## config.mk

```make
export PLATFORM = sky130hd
export DESIGN_NAME = mcu_call_io_timer_decode
export DESIGN_NICKNAME = d
export VERILOG_FILES = /design/src/mcu_decode_pkg.sv /design/src/mcu_call_io_timer_decode.sv
export SDC_FILE = /design/constraint.sdc
export NUM_CORES = 1
export LEC_CHECK = 0
export BUFFER_PORTS_ARGS = -buffer_cell sky130_fd_sc_hd__buf_2
export CAP_MARGIN = 10
export CORE_UTILIZATION = 32
export CTS_CLUSTER_DIAMETER = 80
export DETAILED_ROUTE_END_ITERATION = 8
export PLACE_DENSITY = 0.55
export SYNTH_ARGS = -nofsm -noshare
export SYNTH_HDL_FRONTEND = slang
export SYNTH_SLANG_ARGS = --single-unit
```

## constraint.sdc

```tcl
create_clock -name clk -period 4.4 [get_ports clk]
set_clock_uncertainty 0.05 [all_clocks]
set_input_delay 0.22 -clock clk [delete_from_list [all_inputs] [get_ports clk]]
set_output_delay 0.22 -clock clk [all_outputs]
set_load 0.02 [all_outputs]
```

## src/mcu_decode_pkg.sv

```systemverilog
`default_nettype none
package mcu_decode_pkg;
    localparam int CLK_PERIOD_NS = 25;
    localparam int TIMER_MIN_PERIOD_NS = 80000;
    localparam logic [11:0] TIMER_TICK_CYCLES =
        12'((TIMER_MIN_PERIOD_NS + CLK_PERIOD_NS - 1) / CLK_PERIOD_NS);
    localparam int STACK_DEPTH = 8;

    localparam logic [2:0] IDX_CMD = 3'h0;
    localparam logic [2:0] IDX_ACC = 3'h1;
    localparam logic [2:0] IDX_PROG = 3'h2;
    localparam logic [2:0] IDX_STATUS = 3'h3;
    localparam logic [2:0] IDX_TIMER = 3'h4;

    localparam int ST_UBF = 8;
    localparam int ST_EXT_EN = 9;
    localparam int ST_CNT_EN = 10;
    localparam int ST_TOF = 11;
    localparam int ST_PEND = 12;
    localparam int ST_RUN_BIT = 13;
    localparam int ST_EVT = 14;
    localparam int ST_CLKO = 15;
    localparam int ST_INSVC = 16;

    localparam logic [7:0] PORT_RESET = 8'hff;
    localparam logic [7:0] ACC_RESET = 8'h00;
    localparam logic [11:0] PROG_RESET = 12'h000;

    localparam logic [7:0] OP_IDLE = 8'h00;
    localparam logic [7:0] OP_BUS_OUT = 8'h02;
    localparam logic [7:0] OP_ADD_IMM = 8'h03;
    localparam logic [7:0] OP_EXT_ON = 8'h05;
    localparam logic [7:0] OP_BUS_IN = 8'h08;
    localparam logic [7:0] OP_ADD_WITH_CARRY_IMM = 8'h13;
    localparam logic [7:0] OP_EXT_OFF = 8'h15;
    localparam logic [7:0] OP_JUMP_TOF = 8'h16;
    localparam logic [7:0] OP_CNT_ON = 8'h25;
    localparam logic [7:0] OP_CNT_OFF = 8'h35;
    localparam logic [7:0] OP_TMR_RD = 8'h42;
    localparam logic [7:0] OP_EVT_START = 8'h45;
    localparam logic [7:0] OP_TMR_START = 8'h55;
    localparam logic [7:0] OP_DEC_ADJ = 8'h57;
    localparam logic [7:0] OP_TMR_WR = 8'h62;
    localparam logic [7:0] OP_HALT = 8'h65;
    localparam logic [7:0] OP_CLK_OUT = 8'h75;
    localparam logic [7:0] OP_POP_ONLY = 8'h83;
    localparam logic [7:0] OP_BUS_OR = 8'h88;
    localparam logic [7:0] OP_POP_FLAGS = 8'h93;
    localparam logic [7:0] OP_BUS_AND = 8'h98;
    localparam logic [7:0] OP_RBANK0 = 8'hc5;
    localparam logic [7:0] OP_RBANK1 = 8'hd5;
    localparam logic [7:0] OP_MBANK0 = 8'he5;
    localparam logic [7:0] OP_MBANK1 = 8'hf5;
    localparam logic [4:0] CALL_LOW = 5'h14;
    localparam logic [5:0] GRP_P_IN = 6'h02;
    localparam logic [5:0] GRP_P_OUT = 6'h0e;
    localparam logic [5:0] GRP_P_AND = 6'h26;
    localparam logic [5:0] GRP_P_OR = 6'h22;
    localparam logic [5:0] GRP_N_IN = 6'h03;
    localparam logic [5:0] GRP_N_OUT = 6'h0f;
    localparam logic [5:0] GRP_N_AND = 6'h27;
    localparam logic [5:0] GRP_N_OR = 6'h23;

    localparam logic [1:0] EXP_READ = 2'h0;
    localparam logic [1:0] EXP_WRITE = 2'h1;
    localparam logic [1:0] EXP_OR = 2'h2;
    localparam logic [1:0] EXP_AND = 2'h3;

    typedef struct packed {
        logic [11:0] pc;
        logic [3:0] flags;
    } stack_entry_s;

    typedef struct packed {
        logic [7:0] out;
        logic [7:0] oe;
    } qport_s;

    typedef enum logic [1:0] {
        ST_IDLE = 2'b00,
        ST_EXEC = 2'b01,
        ST_DONE = 2'b10
    } exec_state_e;
endpackage
`default_nettype wire

```

## src/mcu_call_io_timer_decode.sv

```systemverilog
// The implementer's own choices: the register offsets and register access over Avalon-MM.
`timescale 1ns/10ps
`default_nettype none
// Notes on behaviour
// - Call pushes return address and flags, jumps
// - Plain pop restores address only
// - Flag pop restores address, flags, reenables interrupts
// - Port read copies pins to accumulator
// - Port write latches accumulator
// - Port mask AND/OR with immediate
// - Bus read into accumulator
// - Bus write latches accumulator
// - Bus mask AND/OR with immediate
// - Nibble read, upper accumulator bits zero
// - Nibble write of low accumulator bits
// - Nibble AND/OR left in expander port
// - Register bank select clear/set
// - Memory bank flag feeds address bit 11
// - Enable clock output on test pin zero
// - Counter read and load, one cycle
// - Timer mode, 80 us count period
// - Event mode counts test pin one rises
// - Halt stops either counting mode
// - Counter irq enable; disable clears pending
// - Idle op only advances address, one cycle
// - Carry and half carry from add, adjust
// - Overflow flag cleared by its jump
module mcu_call_io_timer_decode
    import mcu_decode_pkg::*;
(
    input wire logic clk,
    input wire logic sys_rst,
    input wire logic [4:0] avs_address,
    input wire logic avs_read,
    input wire logic avs_write,
    input wire logic [31:0] avs_writedata,
    output logic [31:0] avs_readdata,
    output logic avs_waitrequest,
    input wire logic [7:0] port1_in,
    output var mcu_decode_pkg::qport_s port1_drv,
    input wire logic [7:0] port2_in,
    output var mcu_decode_pkg::qport_s port2_drv,
    input wire logic [7:0] bus_in,
    output logic [7:0] bus_out,
    output logic bus_oe,
    input wire logic [3:0] exp_in,
    output logic [3:0] exp_out,
    output logic [1:0] exp_cmd,
    output logic [1:0] exp_port,
    output logic exp_strobe,
    output logic test_input_zero_out,
    output logic test_input_zero_oe,
    input wire logic test_input_one,
    output logic counter_irq,
    output logic ext_irq_enable,
    output logic reg_bank,
    output logic irq_blocked
);
    import mcu_decode_pkg::*;

    exec_state_e state_reg, state_next;
    logic [7:0] op_reg, imm_reg, acc_reg, acc_next;
    logic cyc_reg;
    logic [11:0] program_counter_reg, pc_next;
    logic [3:0] status_word_reg, status_next;
    logic [2:0] stack_pointer_reg, sp_next;
    logic upper_bank_flag_reg, ubf_next;
    logic ext_irq_enable_flag_reg, ext_next;
    logic counter_irq_enable_flag_reg, cnt_en_next;
    logic timer_overflow_flag_reg, pend_reg, insvc_reg, insvc_next;
    logic run_reg, run_next, evt_reg, evt_next, clko_reg, clko_next;
    logic [7:0] timer_reg, timer_next, p1_reg, p1_next, p2_reg, p2_next;
    logic [7:0] bus_reg, bus_next;
    logic bus_oe_reg, bus_oe_next, t1_prev_reg, div_reg, rd_ack_reg;
    logic [11:0] presc_reg, presc_next;
    logic [31:0] rd_data_reg;
    logic tof_clr, pend_clr;
    stack_entry_s stack_mem [STACK_DEPTH];

    wire [2:0] idx = avs_address[4:2];
    wire cmd_sel = idx == IDX_CMD;
    wire sw_wr = avs_write && !cmd_sel;
    wire first = state_reg == ST_EXEC && !cyc_reg;
    wire [5:0] grp = op_reg[7:2];
    wire [1:0] psel = op_reg[1:0];
    wire port_ok = psel == 2'd1 || psel == 2'd2;
    wire is_call = op_reg[4:0] == CALL_LOW;
    wire is_pop = op_reg == OP_POP_ONLY || op_reg == OP_POP_FLAGS;
    wire is_p_in = grp == GRP_P_IN && port_ok;
    wire is_p_out = grp == GRP_P_OUT && port_ok;
    wire is_p_and = grp == GRP_P_AND && port_ok;
    wire is_p_or = grp == GRP_P_OR && port_ok;
    wire is_p_mask = is_p_and || is_p_or;
    wire is_b_mask = op_reg == OP_BUS_AND || op_reg == OP_BUS_OR;
    wire is_nib = grp == GRP_N_IN || grp == GRP_N_OUT
        || grp == GRP_N_AND || grp == GRP_N_OR;
    wire is_add = op_reg == OP_ADD_IMM || op_reg == OP_ADD_WITH_CARRY_IMM;
    wire two_byte = is_call || is_p_mask || is_b_mask || is_add
        || op_reg == OP_JUMP_TOF;
    wire two_cycle = two_byte || is_pop || is_p_in || is_p_out || is_nib
        || op_reg == OP_BUS_IN || op_reg == OP_BUS_OUT;
    wire exec = state_reg == ST_EXEC && cyc_reg == two_cycle;
    wire tmr_load = exec && op_reg == OP_TMR_WR;
    wire [11:0] pc_adv = program_counter_reg + (two_byte ? 12'd2 : 12'd1);
    wire [2:0] sp_dec = stack_pointer_reg - 3'd1;
    wire stack_entry_s top = stack_mem[sp_dec];
    wire [7:0] port_latch = psel == 2'd1 ? p1_reg : p2_reg;
    wire [7:0] port_pins = psel == 2'd1 ? port1_in : port2_in;
    wire [7:0] bus_masked = op_reg == OP_BUS_AND ? bus_reg & imm_reg
        : bus_reg | imm_reg;
    wire [7:0] port_masked = is_p_and ? port_latch & imm_reg
        : port_latch | imm_reg;

    // Carry chain for add and decimal adjust
    wire cin = op_reg == OP_ADD_WITH_CARRY_IMM && status_word_reg[3];
    wire [8:0] sum9 = {1'b0, acc_reg} + {1'b0, imm_reg} + {8'h00, cin};
    wire [4:0] half5 = {1'b0, acc_reg[3:0]} + {1'b0, imm_reg[3:0]}
        + {4'h0, cin};
    wire lo_adj = acc_reg[3:0] > 4'h9 || status_word_reg[2];
    wire [4:0] adj_lo5 = {1'b0, acc_reg[3:0]} + (lo_adj ? 5'h06 : 5'h00);
    wire [8:0] adj1 = {1'b0, acc_reg} + (lo_adj ? 9'h006 : 9'h000);
    wire hi_adj = adj1[7:4] > 4'h9 || status_word_reg[3] || adj1[8];
    wire [8:0] adj2 = {1'b0, adj1[7:0]} + (hi_adj ? 9'h060 : 9'h000);

    // Timer and event counting
    wire timer_tick = run_reg && !evt_reg
        && presc_reg == TIMER_TICK_CYCLES - 12'd1;
    wire event_tick = run_reg && evt_reg && test_input_one
        && !t1_prev_reg;
    wire count_up = (timer_tick || event_tick) && !tmr_load;
    wire overflow = count_up && timer_reg == 8'hff;
    wire tof_next = (timer_overflow_flag_reg && !tof_clr) || overflow;
    wire pend_next = (pend_reg && !pend_clr)
        || (overflow && counter_irq_enable_flag_reg);

    wire [7:0] status_word = {status_word_reg, 1'b1, stack_pointer_reg};
    wire [16:0] status_bits = {insvc_reg, clko_reg, evt_reg, run_reg,
        pend_reg, timer_overflow_flag_reg, counter_irq_enable_flag_reg,
        ext_irq_enable_flag_reg, upper_bank_flag_reg, status_word};
    wire [31:0] rd_mux =
        idx == IDX_CMD ? {16'h0000, imm_reg, op_reg} :
        idx == IDX_ACC ? {24'h000000, acc_reg} :
        idx == IDX_PROG ? {20'h00000, program_counter_reg} :
        idx == IDX_STATUS ? {15'h0000, status_bits} :
        idx == IDX_TIMER ? {24'h000000, timer_reg} : 32'h00000000;

    assign avs_waitrequest = (avs_write && cmd_sel && state_reg != ST_DONE)
        || (avs_read && !rd_ack_reg);
    assign avs_readdata = rd_data_reg;
    assign port1_drv.out = p1_reg;
    assign port1_drv.oe = ~p1_reg;
    assign port2_drv.out = p2_reg;
    assign port2_drv.oe = ~p2_reg;
    assign bus_out = bus_reg;
    assign bus_oe = bus_oe_reg;
    assign exp_strobe = first && is_nib;
    assign exp_port = psel;
    assign exp_out = acc_reg[3:0];
    assign exp_cmd = grp == GRP_N_OUT ? EXP_WRITE : grp == GRP_N_AND
        ? EXP_AND : grp == GRP_N_OR ? EXP_OR : EXP_READ;
    assign test_input_zero_out = div_reg;
    assign test_input_zero_oe = clko_reg;
    assign counter_irq = pend_reg;
    assign ext_irq_enable = ext_irq_enable_flag_reg;
    assign reg_bank = status_word_reg[0];
    assign irq_blocked = insvc_reg;
    assign presc_next = (!run_reg || evt_reg || timer_tick)
        ? 12'h000 : presc_reg + 12'd1;

    always_comb
    begin
        state_next = state_reg;
        unique case (state_reg)
            ST_IDLE:
                if (avs_write && cmd_sel)
                    state_next = ST_EXEC;
            ST_EXEC:
                if (exec)
                    state_next = ST_DONE;
            ST_DONE:
                state_next = ST_IDLE;
            default:
                state_next = ST_IDLE;
        endcase
    end

    always_comb
    begin
        acc_next = acc_reg;
        pc_next = program_counter_reg;
        status_next = status_word_reg;
        sp_next = stack_pointer_reg;
        ubf_next = upper_bank_flag_reg;
        ext_next = ext_irq_enable_flag_reg;
        cnt_en_next = counter_irq_enable_flag_reg;
        insvc_next = insvc_reg;
        run_next = run_reg;
        evt_next = evt_reg;
        clko_next = clko_reg;
        p1_next = p1_reg;
        p2_next = p2_reg;
        bus_next = bus_reg;
        bus_oe_next = bus_oe_reg;
        timer_next = count_up ? timer_reg + 8'd1 : timer_reg;
        tof_clr = 1'b0;
        pend_clr = 1'b0;
        if (sw_wr && idx == IDX_ACC)
            acc_next = avs_writedata[7:0];
        if (sw_wr && idx == IDX_PROG)
            pc_next = avs_writedata[11:0];
        if (sw_wr && idx == IDX_STATUS)
        begin
            status_next = avs_writedata[7:4];
            insvc_next = avs_writedata[ST_INSVC];
        end
        if (first && op_reg == OP_BUS_IN)
            bus_oe_next = 1'b0;
        if (exec)
        begin
            pc_next = pc_adv;
            if (is_call)
            begin
                sp_next = stack_pointer_reg + 3'd1;
                pc_next = {upper_bank_flag_reg, op_reg[7:5],
                    imm_reg};
            end
            if (is_pop)
            begin
                sp_next = sp_dec;
                pc_next = top.pc;
            end
            if (op_reg == OP_POP_FLAGS)
            begin
                status_next = top.flags;
                insvc_next = 1'b0;
            end
            if (is_p_in)
                acc_next = port_pins;
            if (is_p_out || is_p_mask)
            begin
                if (psel == 2'd1)
                    p1_next = is_p_out ? acc_reg : port_masked;
                else
                    p2_next = is_p_out ? acc_reg : port_masked;
            end
            if (op_reg == OP_BUS_IN)
                acc_next = bus_in;
            if (op_reg == OP_BUS_OUT || is_b_mask)
            begin
                bus_oe_next = 1'b1;
                bus_next = is_b_mask ? bus_masked : acc_reg;
            end
            if (grp == GRP_N_IN)
                acc_next = {4'h0, exp_in};
            if (is_add)
            begin
                acc_next = sum9[7:0];
                status_next[3] = sum9[8];
                status_next[2] = half5[4];
            end
            if (op_reg == OP_DEC_ADJ)
            begin
                acc_next = adj2[7:0];
                status_next[3] = adj1[8] || adj2[8];
                status_next[2] = adj_lo5[4];
            end
            if (op_reg == OP_JUMP_TOF)
            begin
                tof_clr = 1'b1;
                if (timer_overflow_flag_reg)
                    pc_next = {pc_adv[11:8], imm_reg};
            end
            if (op_reg == OP_EXT_ON)
                ext_next = 1'b1;
            if (op_reg == OP_EXT_OFF)
                ext_next = 1'b0;
            if (op_reg == OP_RBANK0 || op_reg == OP_RBANK1)
                status_next[0] = op_reg[4];
            if (op_reg == OP_MBANK0 || op_reg == OP_MBANK1)
                ubf_next = op_reg[4];
            if (op_reg == OP_CLK_OUT)
                clko_next = 1'b1;
            if (op_reg == OP_TMR_RD)
                acc_next = timer_reg;
            if (tmr_load)
                timer_next = acc_reg;
            if (op_reg == OP_TMR_START || op_reg == OP_EVT_START)
            begin
                run_next = 1'b1;
                evt_next = op_reg == OP_EVT_START;
            end
            if (op_reg == OP_HALT)
                run_next = 1'b0;
            if (op_reg == OP_CNT_ON)
                cnt_en_next = 1'b1;
            if (op_reg == OP_CNT_OFF)
            begin
                cnt_en_next = 1'b0;
                pend_clr = 1'b1;
            end
        end
    end

    // Stack storage
    always_ff @(posedge clk)
    begin
        if (exec && is_call)
            stack_mem[stack_pointer_reg] <= {pc_adv, status_word_reg};
    end

    // Bus slave and sequencing
    always_ff @(posedge clk)
    begin
        if (sys_rst)
        begin
            state_reg <= ST_IDLE;
            cyc_reg <= 1'b0;
            op_reg <= OP_IDLE;
            imm_reg <= 8'h00;
            rd_ack_reg <= 1'b0;
            rd_data_reg <= 32'h00000000;
        end
        else
        begin
            state_reg <= state_next;
            cyc_reg <= state_reg == ST_EXEC && !exec;
            if (state_reg == ST_IDLE && avs_write && cmd_sel)
            begin
                op_reg <= avs_writedata[7:0];
                imm_reg <= avs_writedata[15:8];
            end
            rd_ack_reg <= avs_read && !rd_ack_reg;
            if (avs_read && !rd_ack_reg)
                rd_data_reg <= rd_mux;
        end
    end

    // Architectural state
    always_ff @(posedge clk)
    begin
        if (sys_rst)
        begin
            acc_reg <= ACC_RESET;
            program_counter_reg <= PROG_RESET;
            status_word_reg <= 4'h0;
            stack_pointer_reg <= 3'h0;
            upper_bank_flag_reg <= 1'b0;
            ext_irq_enable_flag_reg <= 1'b0;
            counter_irq_enable_flag_reg <= 1'b0;
            insvc_reg <= 1'b0;
            p1_reg <= PORT_RESET;
            p2_reg <= PORT_RESET;
            bus_reg <= 8'h00;
            bus_oe_reg <= 1'b0;
            clko_reg <= 1'b0;
            div_reg <= 1'b0;
        end
        else
        begin
            acc_reg <= acc_next;
            program_counter_reg <= pc_next;
            status_word_reg <= status_next;
            stack_pointer_reg <= sp_next;
            upper_bank_flag_reg <= ubf_next;
            ext_irq_enable_flag_reg <= ext_next;
            counter_irq_enable_flag_reg <= cnt_en_next;
            insvc_reg <= insvc_next;
            p1_reg <= p1_next;
            p2_reg <= p2_next;
            bus_reg <= bus_next;
            bus_oe_reg <= bus_oe_next;
            clko_reg <= clko_next;
            div_reg <= !div_reg;
        end
    end

    // Counter
    always_ff @(posedge clk)
    begin
        if (sys_rst)
        begin
            run_reg <= 1'b0;
            evt_reg <= 1'b0;
            timer_reg <= 8'h00;
            presc_reg <= 12'h000;
            timer_overflow_flag_reg <= 1'b0;
            pend_reg <= 1'b0;
            t1_prev_reg <= 1'b0;
        end
        else
        begin
            run_reg <= run_next;
            evt_reg <= evt_next;
            timer_reg <= timer_next;
            presc_reg <= presc_next;
            timer_overflow_flag_reg <= tof_next;
            pend_reg <= pend_next;
            t1_prev_reg <= test_input_one;
        end
    end
endmodule
`default_nettype wire

```

**Word-level counts from Yosys, hierarchy flattened**

Memories as Yosys holds them, arrays and structs flattened.
Index checks and enable logic that the tools add are counted.

- Bits in registers: 135
- RAM bits: 128
- Input port bits: 70
- Output and inout port bits: 89
- Word-level logic and storage cells: 253
- Memories: 1

- $add $sub $neg: 12
- $lt $le $gt $ge: 2
- Eq/ne operators: 46
- Muxes and demuxes: 64
- Bitwise logic cells: 7
- Reduce and logical (&&, ||, !) cells: 94

Memories:

| memory | words | width | rd ports | clocked after Yosys merged registers in | wr ports | RTL line | source |
|---|---|---|---|---|---|---|---|
| stack_mem | 8 | 16 | 1 | 0 | 1 | mcu_call_io_timer_decode.sv:78 | `stack_entry_s stack_mem [STACK_DEPTH];` |

Operator list:

| operator | number |
|---|---|
| $mux W8 | 18 |
| $eq A8 B8 Y1 const B | 9 |
| $mux W12 | 6 |
| $mux W17 | 4 |
| $eq A8 B7 Y1 const B | 7 |
| $logic_or A1 B1 Y1 | 33 |
| $logic_and A1 B1 Y1 | 31 |
| $eq A6 B6 Y1 const B | 4 |
| $eq A8 B5 Y1 const B | 3 |
| $mux W1 | 19 |
| $reduce_and A2 Y1 | 9 |
| $and A8 B8 Y8 | 2 |
| $eq A8 B2 Y1 const B | 2 |
| $eq A8 B6 Y1 const B | 2 |
| $mux W2 | 8 |
| $not A8 Y8 | 2 |
| $or A8 B8 Y8 | 2 |
| $add A12 B1 Y12 const B | 1 |
| $add A12 B2 Y12 | 1 |
| $eq A12 B12 Y1 const B | 1 |
| $eq A6 B2 Y1 const B | 2 |
| $eq A6 B4 Y1 const B | 2 |
| $mux W3 | 4 |
| $mux W4 | 3 |
| other kinds (30) | 50 |

**Longest topological paths before layout**

Gate-level depths: netlist (run 1).

- Depth after elaboration: 22
- Gate-level depth with buffers: 18
- Mapped depth without buffers: 17

**Worst setup path after synthesis (run 1)**

Ideal clock, no wire load.

- Kind: flip-flop to flip-flop
- From: register op_reg[0]
- To: register program_counter_reg[10]
- Library setup time: 91 ps
- Arrival: 3,440 ps
- Data required time: 4,259 ps
- Slack: 819 ps
- Cell stages (with the launch flop): 16
- Path buffers: 1
- Clock period less this slack: 3,581 ps
- Cell sequence: dfxtp_1 > inv_1 > ha_1 > clkbuf_1 > nor2_1 > nor4_1 > or4_4 > clkinv_2 > ha_1 > inv_1 > fa_1 > nor3_1 > and3_1 > xor2_1 > o21ai_0 > a311oi_1

- Elaborated cells between the ends (all ways): 41
- Classes of those cells: add/sub: 1; eq/ne: 13; mux: 6; reduce/logical: 21

RTL lines:

| item | RTL line | source |
|---|---|---|
| from (decl) | mcu_call_io_timer_decode.sv:62 | `logic [7:0] op_reg, imm_reg, acc_reg, acc_next;` |
| from (signal assigned) | mcu_call_io_timer_decode.sv:329 | `op_reg <= avs_writedata[7:0];` |
| $eq A2 B1 Y1 or $eq A2 B2 Y1 (tied branches) | mcu_call_io_timer_decode.sv:86 | `wire port_ok = psel == 2'd1 \|\| psel == 2'd2;` |
| $logic_or A1 B1 Y1 | mcu_call_io_timer_decode.sv:86 |  |
| $logic_and A1 B1 Y1 (on tied branches) | mcu_call_io_timer_decode.sv:91, mcu_call_io_timer_decode.sv:92 |  |
| $logic_or A1 B1 Y1 | mcu_call_io_timer_decode.sv:93 | `wire is_p_mask = is_p_and \|\| is_p_or;` |
| $logic_or A1 B1 Y1 (3 in a row) | mcu_call_io_timer_decode.sv:98 | `wire two_byte = is_call \|\| is_p_mask \|\| is_b_mask \|\| is_add` |
| $logic_or A1 B1 Y1 (*) | mcu_call_io_timer_decode.sv:99 | `\|\| op_reg == OP_JUMP_TOF;` |
| $mux W2 (*) | mcu_call_io_timer_decode.sv:104 | `wire [11:0] pc_adv = program_counter_reg + (two_byte ? 12'd2 : 12'd1);` |
| $add A12 B2 Y12 (*) | mcu_call_io_timer_decode.sv:104 |  |
| via pc_adv[10] | mcu_call_io_timer_decode.sv:104 |  |
| $mux W12 | mcu_call_io_timer_decode.sv:221 | `if (is_call)` |
| $mux W12 | mcu_call_io_timer_decode.sv:227 | `if (is_pop)` |
| $mux W12 | mcu_call_io_timer_decode.sv:270 | `if (timer_overflow_flag_reg)` |
| $mux W12 (*) | mcu_call_io_timer_decode.sv:267 | `if (op_reg == OP_JUMP_TOF)` |
| $mux W12 (*) | mcu_call_io_timer_decode.sv:218 | `if (exec)` |
| to (signal assigned) | mcu_call_io_timer_decode.sv:361 | `program_counter_reg <= pc_next;` |
| to (decl) | mcu_call_io_timer_decode.sv:64 | `logic [11:0] program_counter_reg, pc_next;` |

Mark *: on every way through the listed nets, which the timed path passes. The rest lies on a longest branch.
A chain may end at the register's enable or synchronous reset.

**Worst setup path after layout (run 1)**

Ends and elaborated chain as after synthesis.

==> out/qor_table.md, run 1 <==
| Parameter | This run | Unit |
|---|---|---|
| Result of the run | finished clean | - |
| Area share of fa/ha/maj cells after synthesis | 3.48 | % |
| Synthesized-area fraction occupied by ao, oa, aoi and oai cells | 14.0 | % |
| First DRT Iteration DRCs | 922 | - |
| Vias in the first global route | 9705 | - |
| All-Layer GR Usage | 19.6 | % |
| Root buffer selected by CTS | clkbuf_16 | - |
| Die X-Extent | 201 | um |
| Die Outline Area | 40600 | um^2 |
| Count of state elements after synthesis | 248 | - |
| Element type at the critical path start | flip-flop | - |
| CTS buffer count | 29 | - |
| Cells taking the most area after synthesis | edfxtp_1 30%, dfxtp_1 19%, mux4_2 6.9% | - |
| Die Y-Extent | 201 | um |
| DRT Wirelength | 40600 | um |
| Number of instances resized during post-cts repair | 0 | - |
| Largest incremental delay on the critical path | 0.48 | ns |
| Required @ worst endpoint | 4.82 | ns |
| Number of max-cap violations | 0 | - |
| Last weighted congestion value of the routability-driven placer | 0.933 | - |
| Combinational family with the most area after synthesis | simple AND/OR/NAND/NOR gates | - |
| Remaining max-slew budget at the tightest pin | 42.8 | % |
| Most frequent standard cell in the layout excluding fill and tap cells | edfxtp_1 | - |
| Synthesized-area fraction occupied by and/or/nand/nor cells | 14.1 | % |
| Total negative slack | 0 | ns |
| Mux contribution to synthesized area | 11.4 | % |
| Placed Instance Area | 14000 | um^2 |
| Initial Util | 32.7 | % |
| I/O Buffers | 126 | - |
| Clk sink count | 248 | - |
| Worst-case hold slack | 0.0304 | ns |
| Chain of cells forming the critical path | inv_1 -> ha_1 -> nor2_1 -> nor4_1 -> or4_4 -> clkinv_2 -> ha_1 -> inv_1 -> fa_1 -> nor3_1 -> and3_1 -> xor2_1 -> buf_4 -> o21ai_0 -> a311oi_1 | - |
| Unrepaired setup endpoints after global routing | no | - |
| Highest ir drop seen on vdd | 0.279 | mV |
| Post-DP HPWL | 28800 | um |
| Achievable frequency | 256 | MHz |
| Final non-filler cell area | 15100 | um^2 |
| Share of the cycle needed by the critical path after routing | 88.8 | % |
| Synthesized cell area | 12700 | um^2 |
| Total power per unit cell area | 340 | nW/um^2 |
| Final-report max-slew violation count | 0 | - |
| Seq/Total Area, Yosys | 49.1 | % |
| Latest clock arrival within the worst-skew pair | 0.57 | ns |
| Count of unique library cells instantiated by Yosys | 80 | - |
| Count of standard-cell rows | 72 | - |
| Number of antenna violations at the first check in global routing | 0 | - |
| Max Buffers Root-to-Sink | 3 | - |
| Transition time of the tightest slew-check pin | 0.857 | ns |
| End-of-flow core utilization | 38.9 | % |
| Fraction of synthesized cell area taken by the top area cell type | 30.2 | % |
| Register ranked first by flip-flop count | stack_mem | - |
| Synthesized area per cell | 10.8 | um^2 |
| Vias post-DR | 10057 | - |
| WP data arrival | 4.33 | ns |
| Post-CTS setup buffer count | 0 | - |
| Layout overhead on the synthesized area | 18.8 | % |
| Drt first pass iters | 5 | - |
| Number of hold violations in the final report | 0 | - |
| First-pass GRT wire length | 60700 | um |
| Number of nets with antenna violations after routing | 0 | - |
| Final Setup Violations | 0 | - |
| Library cell contributing the largest single delay on the critical path | fa_1 | - |
| Via density per instance | 5.41 | - |
| Final critical delay including setup and external delays | 3.91 | ns |
| Final antenna diode count | 0 | - |
| Total number of H-tree levels | 1 | - |
| Yosys warning total | 0 | - |
| Residual DRC count | 0 | - |
| Clock tree from TritonCTS | built | - |
| Async set-or-reset flop fraction in the synthesized netlist | 0 | % |
| Commonest cells after routing, fill and taps aside | 128 x edfxtp_1, 125 x buf_2, 120 x nand2_1, 119 x dfxtp_1, 93 x nor2_1 | - |
| Overflow left after global routing | 0 | - |
| Cell taking the most area after synthesis | edfxtp_1 | - |
| Synthesized-area fraction occupied by xor and xnor cells | 2.82 | % |
| CTS clk-pin slew, worst paths | 0.06 | ns |
| Pleak | 5.83 | nW |
| Count of pins on the block boundary | 159 | - |
| Largest net degree at the start of global routing | 70 | - |
| Worst Setup Path Type | reg2reg | - |
| Standard cell core area | 38900 | um^2 |
| Fraction of final layout cells sized beyond drive strength 1 | 22.8 | % |
| Worst setup EP type | flip-flop | - |
| Gate count after technology mapping | 1175 | - |
| CP Max Fanout | 9 | - |
| Type of the most critical hold path | in2reg | - |
| Net count of the finished layout | 1415 | - |
| Most used DFF post-synth | edfxtp_1 | - |
| Number of enable flip-flop cells after synthesis | 128 | - |
| Flip-flop count of the largest register, all copies and words added | 128 | - |
| Drt wl/cell | 21.8 | um |
[power by group]
part | internal, mW | leakage (nW) | total (mW) | switching (mW)
Combinational | 0.108 | 3.21 | 0.291 | 0.183
Clock | 1.39 | 0.456 | 2.38 | 0.982
Sequential | 2.44 | 2.16 | 2.47 | 0.0278
[final cells by class]
type | instances | area, um^2
clock buffer | 38 | 800
fill | 3859 | 23800
timing repair buffer | 201 | 1240
inverter | 35 | 133
clock inverter | 14 | 139
multi-input combinational | 804 | 5910
tap | 518 | 648
sequential | 248 | 6250
[cell usage after synthesis (all sizes together), types with 8 or more instances]
library cell / count
or4: 10
buf: 49
maj3: 8
clkbuf: 53
mux2: 11
a22o: 8
dfxtp: 120
o21ai: 42
mux2i: 45
nand4: 12
nand2b: 10
edfxtp: 128
o31ai: 10
mux4: 39
nor2b: 15
inv: 33
nor2: 94
nor3b: 12
nand3: 21
a22oi: 12
xnor2: 18
a21o: 8
a31oi: 9
a21oi: 61
and3: 9
nor3: 24
nand2: 120
ha: 21
xor2: 23
o211ai: 22
a221oi: 15
a211oi: 24
[repair_timing]
action,in CTS,in global routing
endpoints found under the setup margin,0,0
hold endpoints to repair,24,0
hold buffers,19,0
[cells by family after synthesis]
kind of cell,count (synthesis)
AND/OR/NAND/NOR,364
flip-flops,248
AO/OA/AOI/OAI,255
buffers and inverters,137
XOR/XNOR,41
adder cells (fa/ha/maj),34
other,1
multiplexers,95
[path summary, 6_finish.rpt]
| kind | start | endpoint | slack, ns | cells past startpoint |
|---|---|---|---|---|
| worst min register to register | test_input_zero_out | test_input_zero_out | 0.36 | 1 |
| worst min-delay path | exp_in[3] | acc_reg[3] | 0.03 | 4 |
| worst max-delay path | op_reg[0] | program_counter_reg[10] | 0.49 | 15 |
| worst max register to register | op_reg[0] | program_counter_reg[10] | 0.49 | 15 |
[critical path, delay by kind of cell (launching register included)]
kind	cells	cell delay, ns
AND/OR/NAND/NOR	5	1.29
adder cells (fa/ha/maj)	3	1.08
flip-flops	1	0.42
AO/OA/AOI/OAI	2	0.35
XOR/XNOR	1	0.16
buffers and inverters	4	0.45
[metrics by stage]
| stage | setup WS, ns | instances | total power [mW] |
|---|---|---|---|
| floorplan | 0.819 | 1189 | 2.69 |
| global placement | 0.628 | 1787 | 2.79 |
| detailed placement | 0.552 | 1787 | 2.79 |
| CTS | 0.529 | 1858 | 5.18 |
| global route | 0.204 | 1858 | 5.30 |
| finish | 0.493 | 1858 | 5.13 |
[routing by layer]
layer / vias to the layer above / global-route usage [%] / wire (um)
li1: 4649 / - / -
met1: 4931 / 26.3 / 17800
met2: 376 / 32.1 / 18900
met3: 101 / 2.61 / 2200
met4: 0 / 7.66 / 1720
met5: - / 0 / 0
Power figures use the tool's default switching activity.
==> inputs of run 2 (changes only) <==
- ABC_AREA: unset -> 1
- CORE_ASPECT_RATIO: unset -> 0.8
==> out/qor_table.md, run 2 <==
| Parameter | This run | Unit | Delta |
|---|---|---|---|
| Count of unique library cells instantiated by Yosys | 47 | - | -41% |
| Result of the run | finished clean | - |  |
| Drt first pass iters | 6 | - | +1 |
| Library cell contributing the largest single delay on the critical path | fa_1 | - |  |
| Total negative slack | 0 | ns | unchanged |
| Cells taking the most area after synthesis | edfxtp_1 30%, dfxtp_1 19%, nand2_1 8.9% | - |  |
| Overflow left after global routing | 0 | - | unchanged |
| Share of the cycle needed by the critical path after routing | 84.8 | % | -4.0 points |
| Seq/Total Area, Yosys | 48.5 | % | -0.61 points |
| Die Outline Area | 41100 | um^2 | +1.2% |
| Worst setup EP type | flip-flop | - |  |
| First DRT Iteration DRCs | 1200 | - | +30% |
| Latest clock arrival within the worst-skew pair | 0.56 | ns | about the same |
| Synthesized cell area | 12900 | um^2 | +1.2% |
| Count of state elements after synthesis | 248 | - | unchanged |
| Final non-filler cell area | 15200 | um^2 | +0.49% |
| Element type at the critical path start | flip-flop | - |  |
| Number of max-cap violations | 0 | - | unchanged |
| Leading post-synthesis cells by instance count | 307 x nand2_1, 195 x o21ai_0, 186 x nor2_1 | - |  |
| Vias in the first global route | 10868 | - | +12% |
| Capturing point of the worst reg2reg path | program_counter_reg[10] | - |  |
| Die X-Extent | 226 | um | +12% |
| Max Buffers Root-to-Sink | 3 | - | unchanged |
| Power, Total | 5.45 | mW | +6.1% |
| Number of instances resized during post-cts repair | 0 | - | unchanged |
| Root buffer selected by CTS | clkbuf_16 | - |  |
| Layout overhead on the synthesized area | 17.9 | % |  |
| Number of nets with antenna violations after routing | 0 | - | unchanged |
| Number of placed instances, taps included | 2229 | - | +25% |
| Chain of cells forming the critical path | inv_1 -> ha_1 -> inv_1 -> nor2_1 -> nand2_1 -> nand3_2 -> nor2_4 -> ha_1 -> inv_1 -> fa_1 -> nor2_1 -> nand3_1 -> nor2_1 -> nand2_1 -> o21ai_0 -> nand2_1 -> a21oi_1 -> nand2_1 -> nand2_1 -> a21oi_1 | - |  |
| Cell count along the critical path | 20 | - | +5 |
| I/O Buffers | 126 | - | unchanged |
| Transition time of the tightest slew-check pin | 0.795 | ns | -0.0616 ns |
| Final Setup Violations | 0 | - | unchanged |
| Highest ir drop seen on vdd | 0.272 | mV | -2.5% |
| Final antenna diode count | 0 | - | unchanged |
| Commonest cells after routing, fill and taps aside | 307 x nand2_1, 195 x o21ai_0, 185 x nor2_1, 154 x inv_1, 128 x edfxtp_1 | - |  |
| R2r worst-path depth | 20 | - | +5 |
| Type of the most critical hold path | in2reg | - |  |
| Gate count after technology mapping | 1607 | - | +37% |
| End-of-flow core utilization | 38.4 | % | -0.41 points |
| Final-report max-slew violation count | 0 | - | unchanged |
| Post-DP HPWL | 31000 | um | +7.5% |
| Achievable frequency | 268 | MHz | +4.7% |
| Cell family with most CP delay | simple AND/OR/NAND/NOR gates | - |  |
| Last weighted congestion value of the routability-driven placer | 0.952 | - | +2.0% |
| Clk sink count | 248 | - | unchanged |
| Cell Count, Final, Fillers Out | 2293 | - | +23% |
| Unrepaired setup endpoints after global routing | no | - |  |
| Largest net degree at the start of global routing | 68 | - | -2.9% |
| Number of antenna violations at the first check in global routing | 0 | - | unchanged |
| Total number of H-tree levels | 1 | - | unchanged |
| Worst setup slack before clock tree synthesis | 0.757 | ns | +0.204 ns |
| Most frequent cell on the critical path | nand2_1 | - |  |
| Net count of the finished layout | 1831 | - | +29% |
| Initial Util | 32.6 | % | -0.10 points |
| Number of enable flip-flop cells after synthesis | 128 | - | unchanged |
| Count of standard-cell rows | 65 | - | -9.7% |
| Vias post-DR | 11907 | - | +18% |
| CTS buffer count | 29 | - | unchanged |
| Flip-flop count of the largest register, all copies and words added | 128 | - | unchanged |
| Pleak | 6.42 | nW | +10% |
| Placed Instance Area | 14100 | um^2 | +0.46% |
| All-Layer GR Usage | 21.1 | % | +1.5 points |
| Drt wl/cell | 19.1 | um | -13% |
| Number of buffer and inverter stages on the critical path | 3 | - | -1 |
| Die Y-Extent | 181 | um | -9.9% |
| Fraction of final layout cells sized beyond drive strength 1 | 14.5 | % | -8.4 points |
| Worst Setup Path Type | reg2reg | - |  |
| Setup crit end | program_counter_reg[10] | - |  |
| Total power per unit cell area | 359 | nW/um^2 | +5.6% |
| Final critical delay including setup and external delays | 3.73 | ns | -0.176 ns |
| Clock tree from TritonCTS | built | - |  |
| Number of hold violations in the final report | 0 | - | unchanged |
| Yosys warning total | 0 | - | unchanged |
| Most frequent standard cell in the layout excluding fill and tap cells | nand2_1 | - |  |
| Remaining max-slew budget at the tightest pin | 46.8 | % | +4.0 points |
| Register ranked first by flip-flop count | stack_mem | - |  |
| Crit path launch | op_reg[0] | - |  |
| Required @ worst endpoint | 4.76 | ns | -0.06 ns |
| Worst-case hold slack | 0.0298 | ns | -0.000578 ns |
| Via density per instance | 5.19 | - | -4.1% |
| Dominant cell by count in the synthesized netlist | nand2_1 | - |  |
| Count of pins on the block boundary | 159 | - | unchanged |
| Standard cell core area | 39500 | um^2 | +1.6% |
| Synthesized area per cell | 8.02 | um^2 | -26% |
| First-pass GRT wire length | 65800 | um | +8.4% |
| DRT Wirelength | 43700 | um | +7.8% |
| CTS clk-pin slew, worst paths | 0.07 | ns | about the same |
| Most used DFF post-synth | edfxtp_1 | - |  |
| Launch point of the worst reg-to-reg path | op_reg[0] | - |  |
| Fraction of synthesized cell area taken by the top area cell type | 29.8 | % | -0.37 points |
| Largest incremental delay on the critical path | 0.41 | ns | -0.07 ns |
| Async set-or-reset flop fraction in the synthesized netlist | 0 | % | unchanged |
| WP data arrival | 4.10 | ns | -0.23 ns |
| Cell taking the most area after synthesis | edfxtp_1 | - |  |
| Final Worst Setup Slack | 0.669 | ns | +0.176 ns |
| CP Max Fanout | 11 | - | +2 |
| Internal reg-to-reg setup slack | 0.67 | ns | +0.18 ns |
| Residual DRC count | 0 | - | unchanged |
run 2: area by class of cell:
| class | instances | area [um^2] |
|---|---|---|
| sequential | 248 | 6250 |
| inverter | 171 | 642 |
| fill | 4119 | 24300 |
| tap | 536 | 671 |
| clock inverter | 18 | 274 |
| multi-input combinational | 1119 | 5650 |
| clock buffer | 35 | 748 |
| timing repair buffer | 166 | 963 |
run 2: worst min path at each step:
stage / from / to / cells past startpoint
finish: avs_writedata[3] / op_reg[3] / 3
global route: avs_writedata[3] / op_reg[3] / 3
detailed placement: test_input_zero_out / test_input_zero_out / 1
global placement: test_input_zero_out / test_input_zero_out / 1
CTS: avs_writedata[2] / op_reg[2] / 3
floorplan: sys_rst / state_reg[1] / 1
run 2: routing by layer:
layer / vias up / wire length [um] / GRT usage, %
li1: 5670 / - / -
met1: 5651 / 20400 / 31.1
met2: 515 / 18200 / 30.7
met3: 71 / 4130 / 4.81
met4: 0 / 1040 / 5.68
met5: - / 0 / 0
run 2: repair_timing:
item                      in CTS  in global routing
hold endpoints to repair      10                  0
hold buffers                  10                  0
setup buffers                  0                  0
run 2: power by group:
part	total [mW]	leakage [nW]	switching, mW	internal, mW
Combinational	0.343	3.78	0.238	0.106
Sequential	2.49	2.14	0.0416	2.45
Clock	2.61	0.495	0.992	1.62
run 2: worst min-delay path, delay by kind of cell:
family | cells | cell delay [ns]
AO/OA/AOI/OAI | 2 | 0.21
buffers and inverters | 1 | 0.15
run 2: logic make-up (layout without fill, tap and decap cells):
| logic type | after synthesis | after routing | synth area share [%] |
|---|---|---|---|
| simple gates | 651 | 651 | 21.4 |
| compound gates | 403 | 403 | 17.3 |
| buf+inv | 254 | 390 | 8.41 |
| flops | 248 | 248 | 48.5 |
| fa+ha+maj | 26 | 26 | 2.82 |
| xor+xnor | 22 | 22 | 1.50 |
| mux | 2 | 2 | 0.155 |
| other cells | 1 | 15 | 0.0291 |
==> inputs of run 3 (changes only) <==
- clock period: 4.4 -> 3.5 ns (I/O delays scaled with it)
==> out/qor_table.md, run 3 (synthesis results as in run 2) <==
| Parameter | This run | Unit | Delta |
|---|---|---|---|
| Result of the run | finished clean | - |  |
| Met3 track utilization from global routing | 3.87 | % | -0.94 points |
| Number of max-cap violations | 0 | - | unchanged |
| Chain of cells forming the critical path | inv_1 -> ha_1 -> inv_1 -> nor2_2 -> nand2_1 -> nand3_2 -> nor2_4 -> ha_1 -> inv_1 -> fa_1 -> nor2_2 -> nand3_1 -> nor2_1 -> nand2_1 -> o21ai_0 -> nand2_1 -> a21oi_1 -> nand2_1 -> nand2_1 -> a21oi_1 | - |  |
| Residual DRC count | 0 | - | unchanged |
| Met1 usage | 33.1 | % | +2.0 points |
| Start point of the worst min-delay path | avs_writedata[1] | - |  |
| Max Buffers Root-to-Sink | 3 | - | unchanged |
| Die X-Extent | 226 | um | unchanged |
| Total number of H-tree levels | 1 | - | unchanged |
| Transition time of the tightest slew-check pin | 0.968 | ns | +0.173 ns |
| CP Max Fanout | 4 | - | -7 |
| Count of standard-cell rows | 65 | - | unchanged |
| Vias post-DR | 11913 | - | +0.050% |
| Final-report max-slew violation count | 0 | - | unchanged |
| Required @ worst endpoint | 3.87 | ns | -0.89 ns |
| Worst Setup Path Type | reg2reg | - |  |
| Most Used Layer, Global Route | met1 | - |  |
| Library cell contributing the largest single delay on the critical path | fa_1 | - |  |
| Pleak | 6.53 | nW | +1.7% |
| Capturing point of the worst reg2reg path | program_counter_reg[10] | - |  |
| Worst setup EP type | flip-flop | - |  |
| DRT Wirelength | 44400 | um | +1.5% |
| WP data arrival | 3.61 | ns | -0.49 ns |
| Most frequent standard cell in the layout excluding fill and tap cells | nand2_1 | - |  |
| Final critical delay including setup and external delays | 3.23 | ns | -0.497 ns |
| Hold Path Stages | 3 | - | unchanged |
| Met2 usage in global routing | 30.9 | % | +0.26 points |
| Destination of the worst hold path | program_counter_reg[1] | - |  |
| Total power per unit cell area | 422 | nW/um^2 | +18% |
| Number of nets with antenna violations after routing | 0 | - | unchanged |
| Share of the cycle needed by the critical path after routing | 92.4 | % | +7.6 points |
| Post-DP HPWL | 32200 | um | +4.0% |
| Fraction of final layout cells sized beyond drive strength 1 | 16.1 | % | +1.6 points |
| Vias in the first global route | 11036 | - | +1.5% |
| Drt first pass iters | 5 | - | -1 |
| Clk sink count | 248 | - | unchanged |
| First DRT Iteration DRCs | 1221 | - | +1.8% |
| Element type at the critical path start | flip-flop | - |  |
| Achievable frequency | 309 | MHz | +15% |
| Cell Count, Final, Fillers Out | 2323 | - | +1.3% |
| Initial Util | 32.6 | % | unchanged |
| Type of the most critical hold path | in2reg | - |  |
| Final Worst Setup Slack | 0.266 | ns | -0.403 ns |
| Drt wl/cell | 19.1 | um | +0.22% |
| R2r worst-path depth | 20 | - | unchanged |
| Highest ir drop seen on vdd | 0.314 | mV | +15% |
| Largest incremental delay on the critical path | 0.43 | ns | +0.02 ns |
| Remaining max-slew budget at the tightest pin | 35.4 | % | -11 points |
| CTS buffer count | 27 | - | -6.9% |
| Final antenna diode count | 0 | - | unchanged |
| Root buffer selected by CTS | clkbuf_16 | - |  |
| Number of buffer and inverter stages on the critical path | 3 | - | unchanged |
| Net count of the finished layout | 1867 | - | +2.0% |
| Worst setup slack before clock tree synthesis | 0.157 | ns | -0.599 ns |
| Register ranked first by flip-flop count | stack_mem | - |  |
| All-Layer GR Usage | 21.4 | % | +0.35 points |
| Clock tree from TritonCTS | built | - |  |
| Die Outline Area | 41100 | um^2 | unchanged |
| Commonest cells after routing, fill and taps aside | 307 x nand2_1, 194 x o21ai_0, 184 x nor2_1, 154 x inv_1, 128 x edfxtp_1 | - |  |
| Final Setup Violations | 0 | - | unchanged |
| Flip-flop count of the largest register, all copies and words added | 128 | - | unchanged |
| Last weighted congestion value of the routability-driven placer | 0.932 | - | -2.1% |
| Number of hold violations in the final report | 0 | - | unchanged |
| CTS clk-pin slew, worst paths | 0.06 | ns | about the same |
| Cell family with most CP delay | simple AND/OR/NAND/NOR gates | - |  |
| Most frequent cell on the critical path | nand2_1 | - |  |
| Layout overhead on the synthesized area | 19.2 | % |  |
| I/O Buffers | 126 | - | unchanged |
| Internal reg-to-reg setup slack | 0.27 | ns | -0.40 ns |
| Filler cells | 4122 | - | +0.073% |
| Overflow left after global routing | 0 | - | unchanged |
| Launch point of the worst reg-to-reg path | op_reg[0] | - |  |
| Count of pins on the block boundary | 159 | - | unchanged |
| First-pass GRT wire length | 67100 | um | +2.0% |
| Via density per instance | 5.13 | - | -1.2% |
| Number of placed instances, taps included | 2259 | - | +1.3% |
| Number of antenna violations at the first check in global routing | 0 | - | unchanged |
| Die Y-Extent | 181 | um | unchanged |
| Largest net degree at the start of global routing | 68 | - | unchanged |
| Standard cell core area | 39500 | um^2 | unchanged |
| Latest clock arrival within the worst-skew pair | 0.56 | ns | about the same |
==> run 3: per-stage QoR <==
step	setup TNS, ns	total power [mW]	hold slack [ns]	cell area (um^2)	utilization, %
CTS	0	6.49	0.00427	15300	38.7
global route	-0.0167	6.66	0.0219	15400	38.8
global placement	0	3.62	0.352	14300	36.2
finish	0	6.47	0.0198	15400	38.8
detailed placement	0	3.63	0.352	14300	36.2
floorplan	0	3.45	0.209	12900	-
==> run 3: layout make-up <==
cell class | instances | area [um^2] | area share, %
timing repair buffer | 204 | 1260 | 8.23
multi-input combinational | 1119 | 5670 | 36.9
clock buffer | 34 | 706 | 4.60
tap | 536 | 671 | 4.37
inverter | 171 | 642 | 4.18
sequential | 248 | 6250 | 40.7
clock inverter | 11 | 154 | 1.00
==> run 3: metal layers <==
metal	vias up	part of all wire [%]
met5	-	0
met4	0	1.7
met3	52	8.6
met2	489	41
met1	5645	48
li1	5727	-
==> run 3: repair_timing <==
| action | CTS | global route |
|---|---|---|
| endpoints found under the setup margin | 0 | 20 |
| endpoints found under the hold margin | 16 | 0 |
| hold buffers | 14 | 0 |
| resized for setup | 0 | 7 |
| buffers inserted | 0 | 5 |
==> run 3: how the worst max path moves through the flow <==
stage,from,endpoint,slack [ns],depth (start not counted)
6_report,op_reg[0],program_counter_reg[10],0.27,20
5_1_grt,op_reg[0],program_counter_reg[10],-0.02,20
4_1_cts,acc_reg[2],acc_reg[6],0.12,19
3_5_place_dp,op_reg[1],program_counter_reg[10],0.16,20
3_3_place_gp,acc_reg[2],acc_reg[6],0.17,19
2_1_floorplan,op_reg[0],stack_mem[0][0],0.02,15
==> run 3: worst reg2reg max path, stage by stage, from the launching register on <==
cell and delay [ns]:
dfxtp_2 0.35, inv_1 0.09, ha_1 0.34, inv_1 0.08, nor2_2 0.06, nand2_1 0.10
nand3_2 0.10, nor2_4 0.18, ha_1 0.21, inv_1 0.06, fa_1 0.43, nor2_2 0.15
nand3_1 0.12, nor2_1 0.14, nand2_1 0.10, o21ai_0 0.15, nand2_1 0.11, a21oi_1 0.14
nand2_1 0.07, nand2_1 0.05, a21oi_1 0.05
==> run 3: power breakdown <==
part	total [mW]	switching, mW	internal [mW]	leakage (nW)
Sequential	3.12	0.0373	3.08	2.14
Clock	2.89	1.18	1.71	0.418
Combinational	0.468	0.319	0.149	3.97
Total	6.47	1.54	4.94	6.53
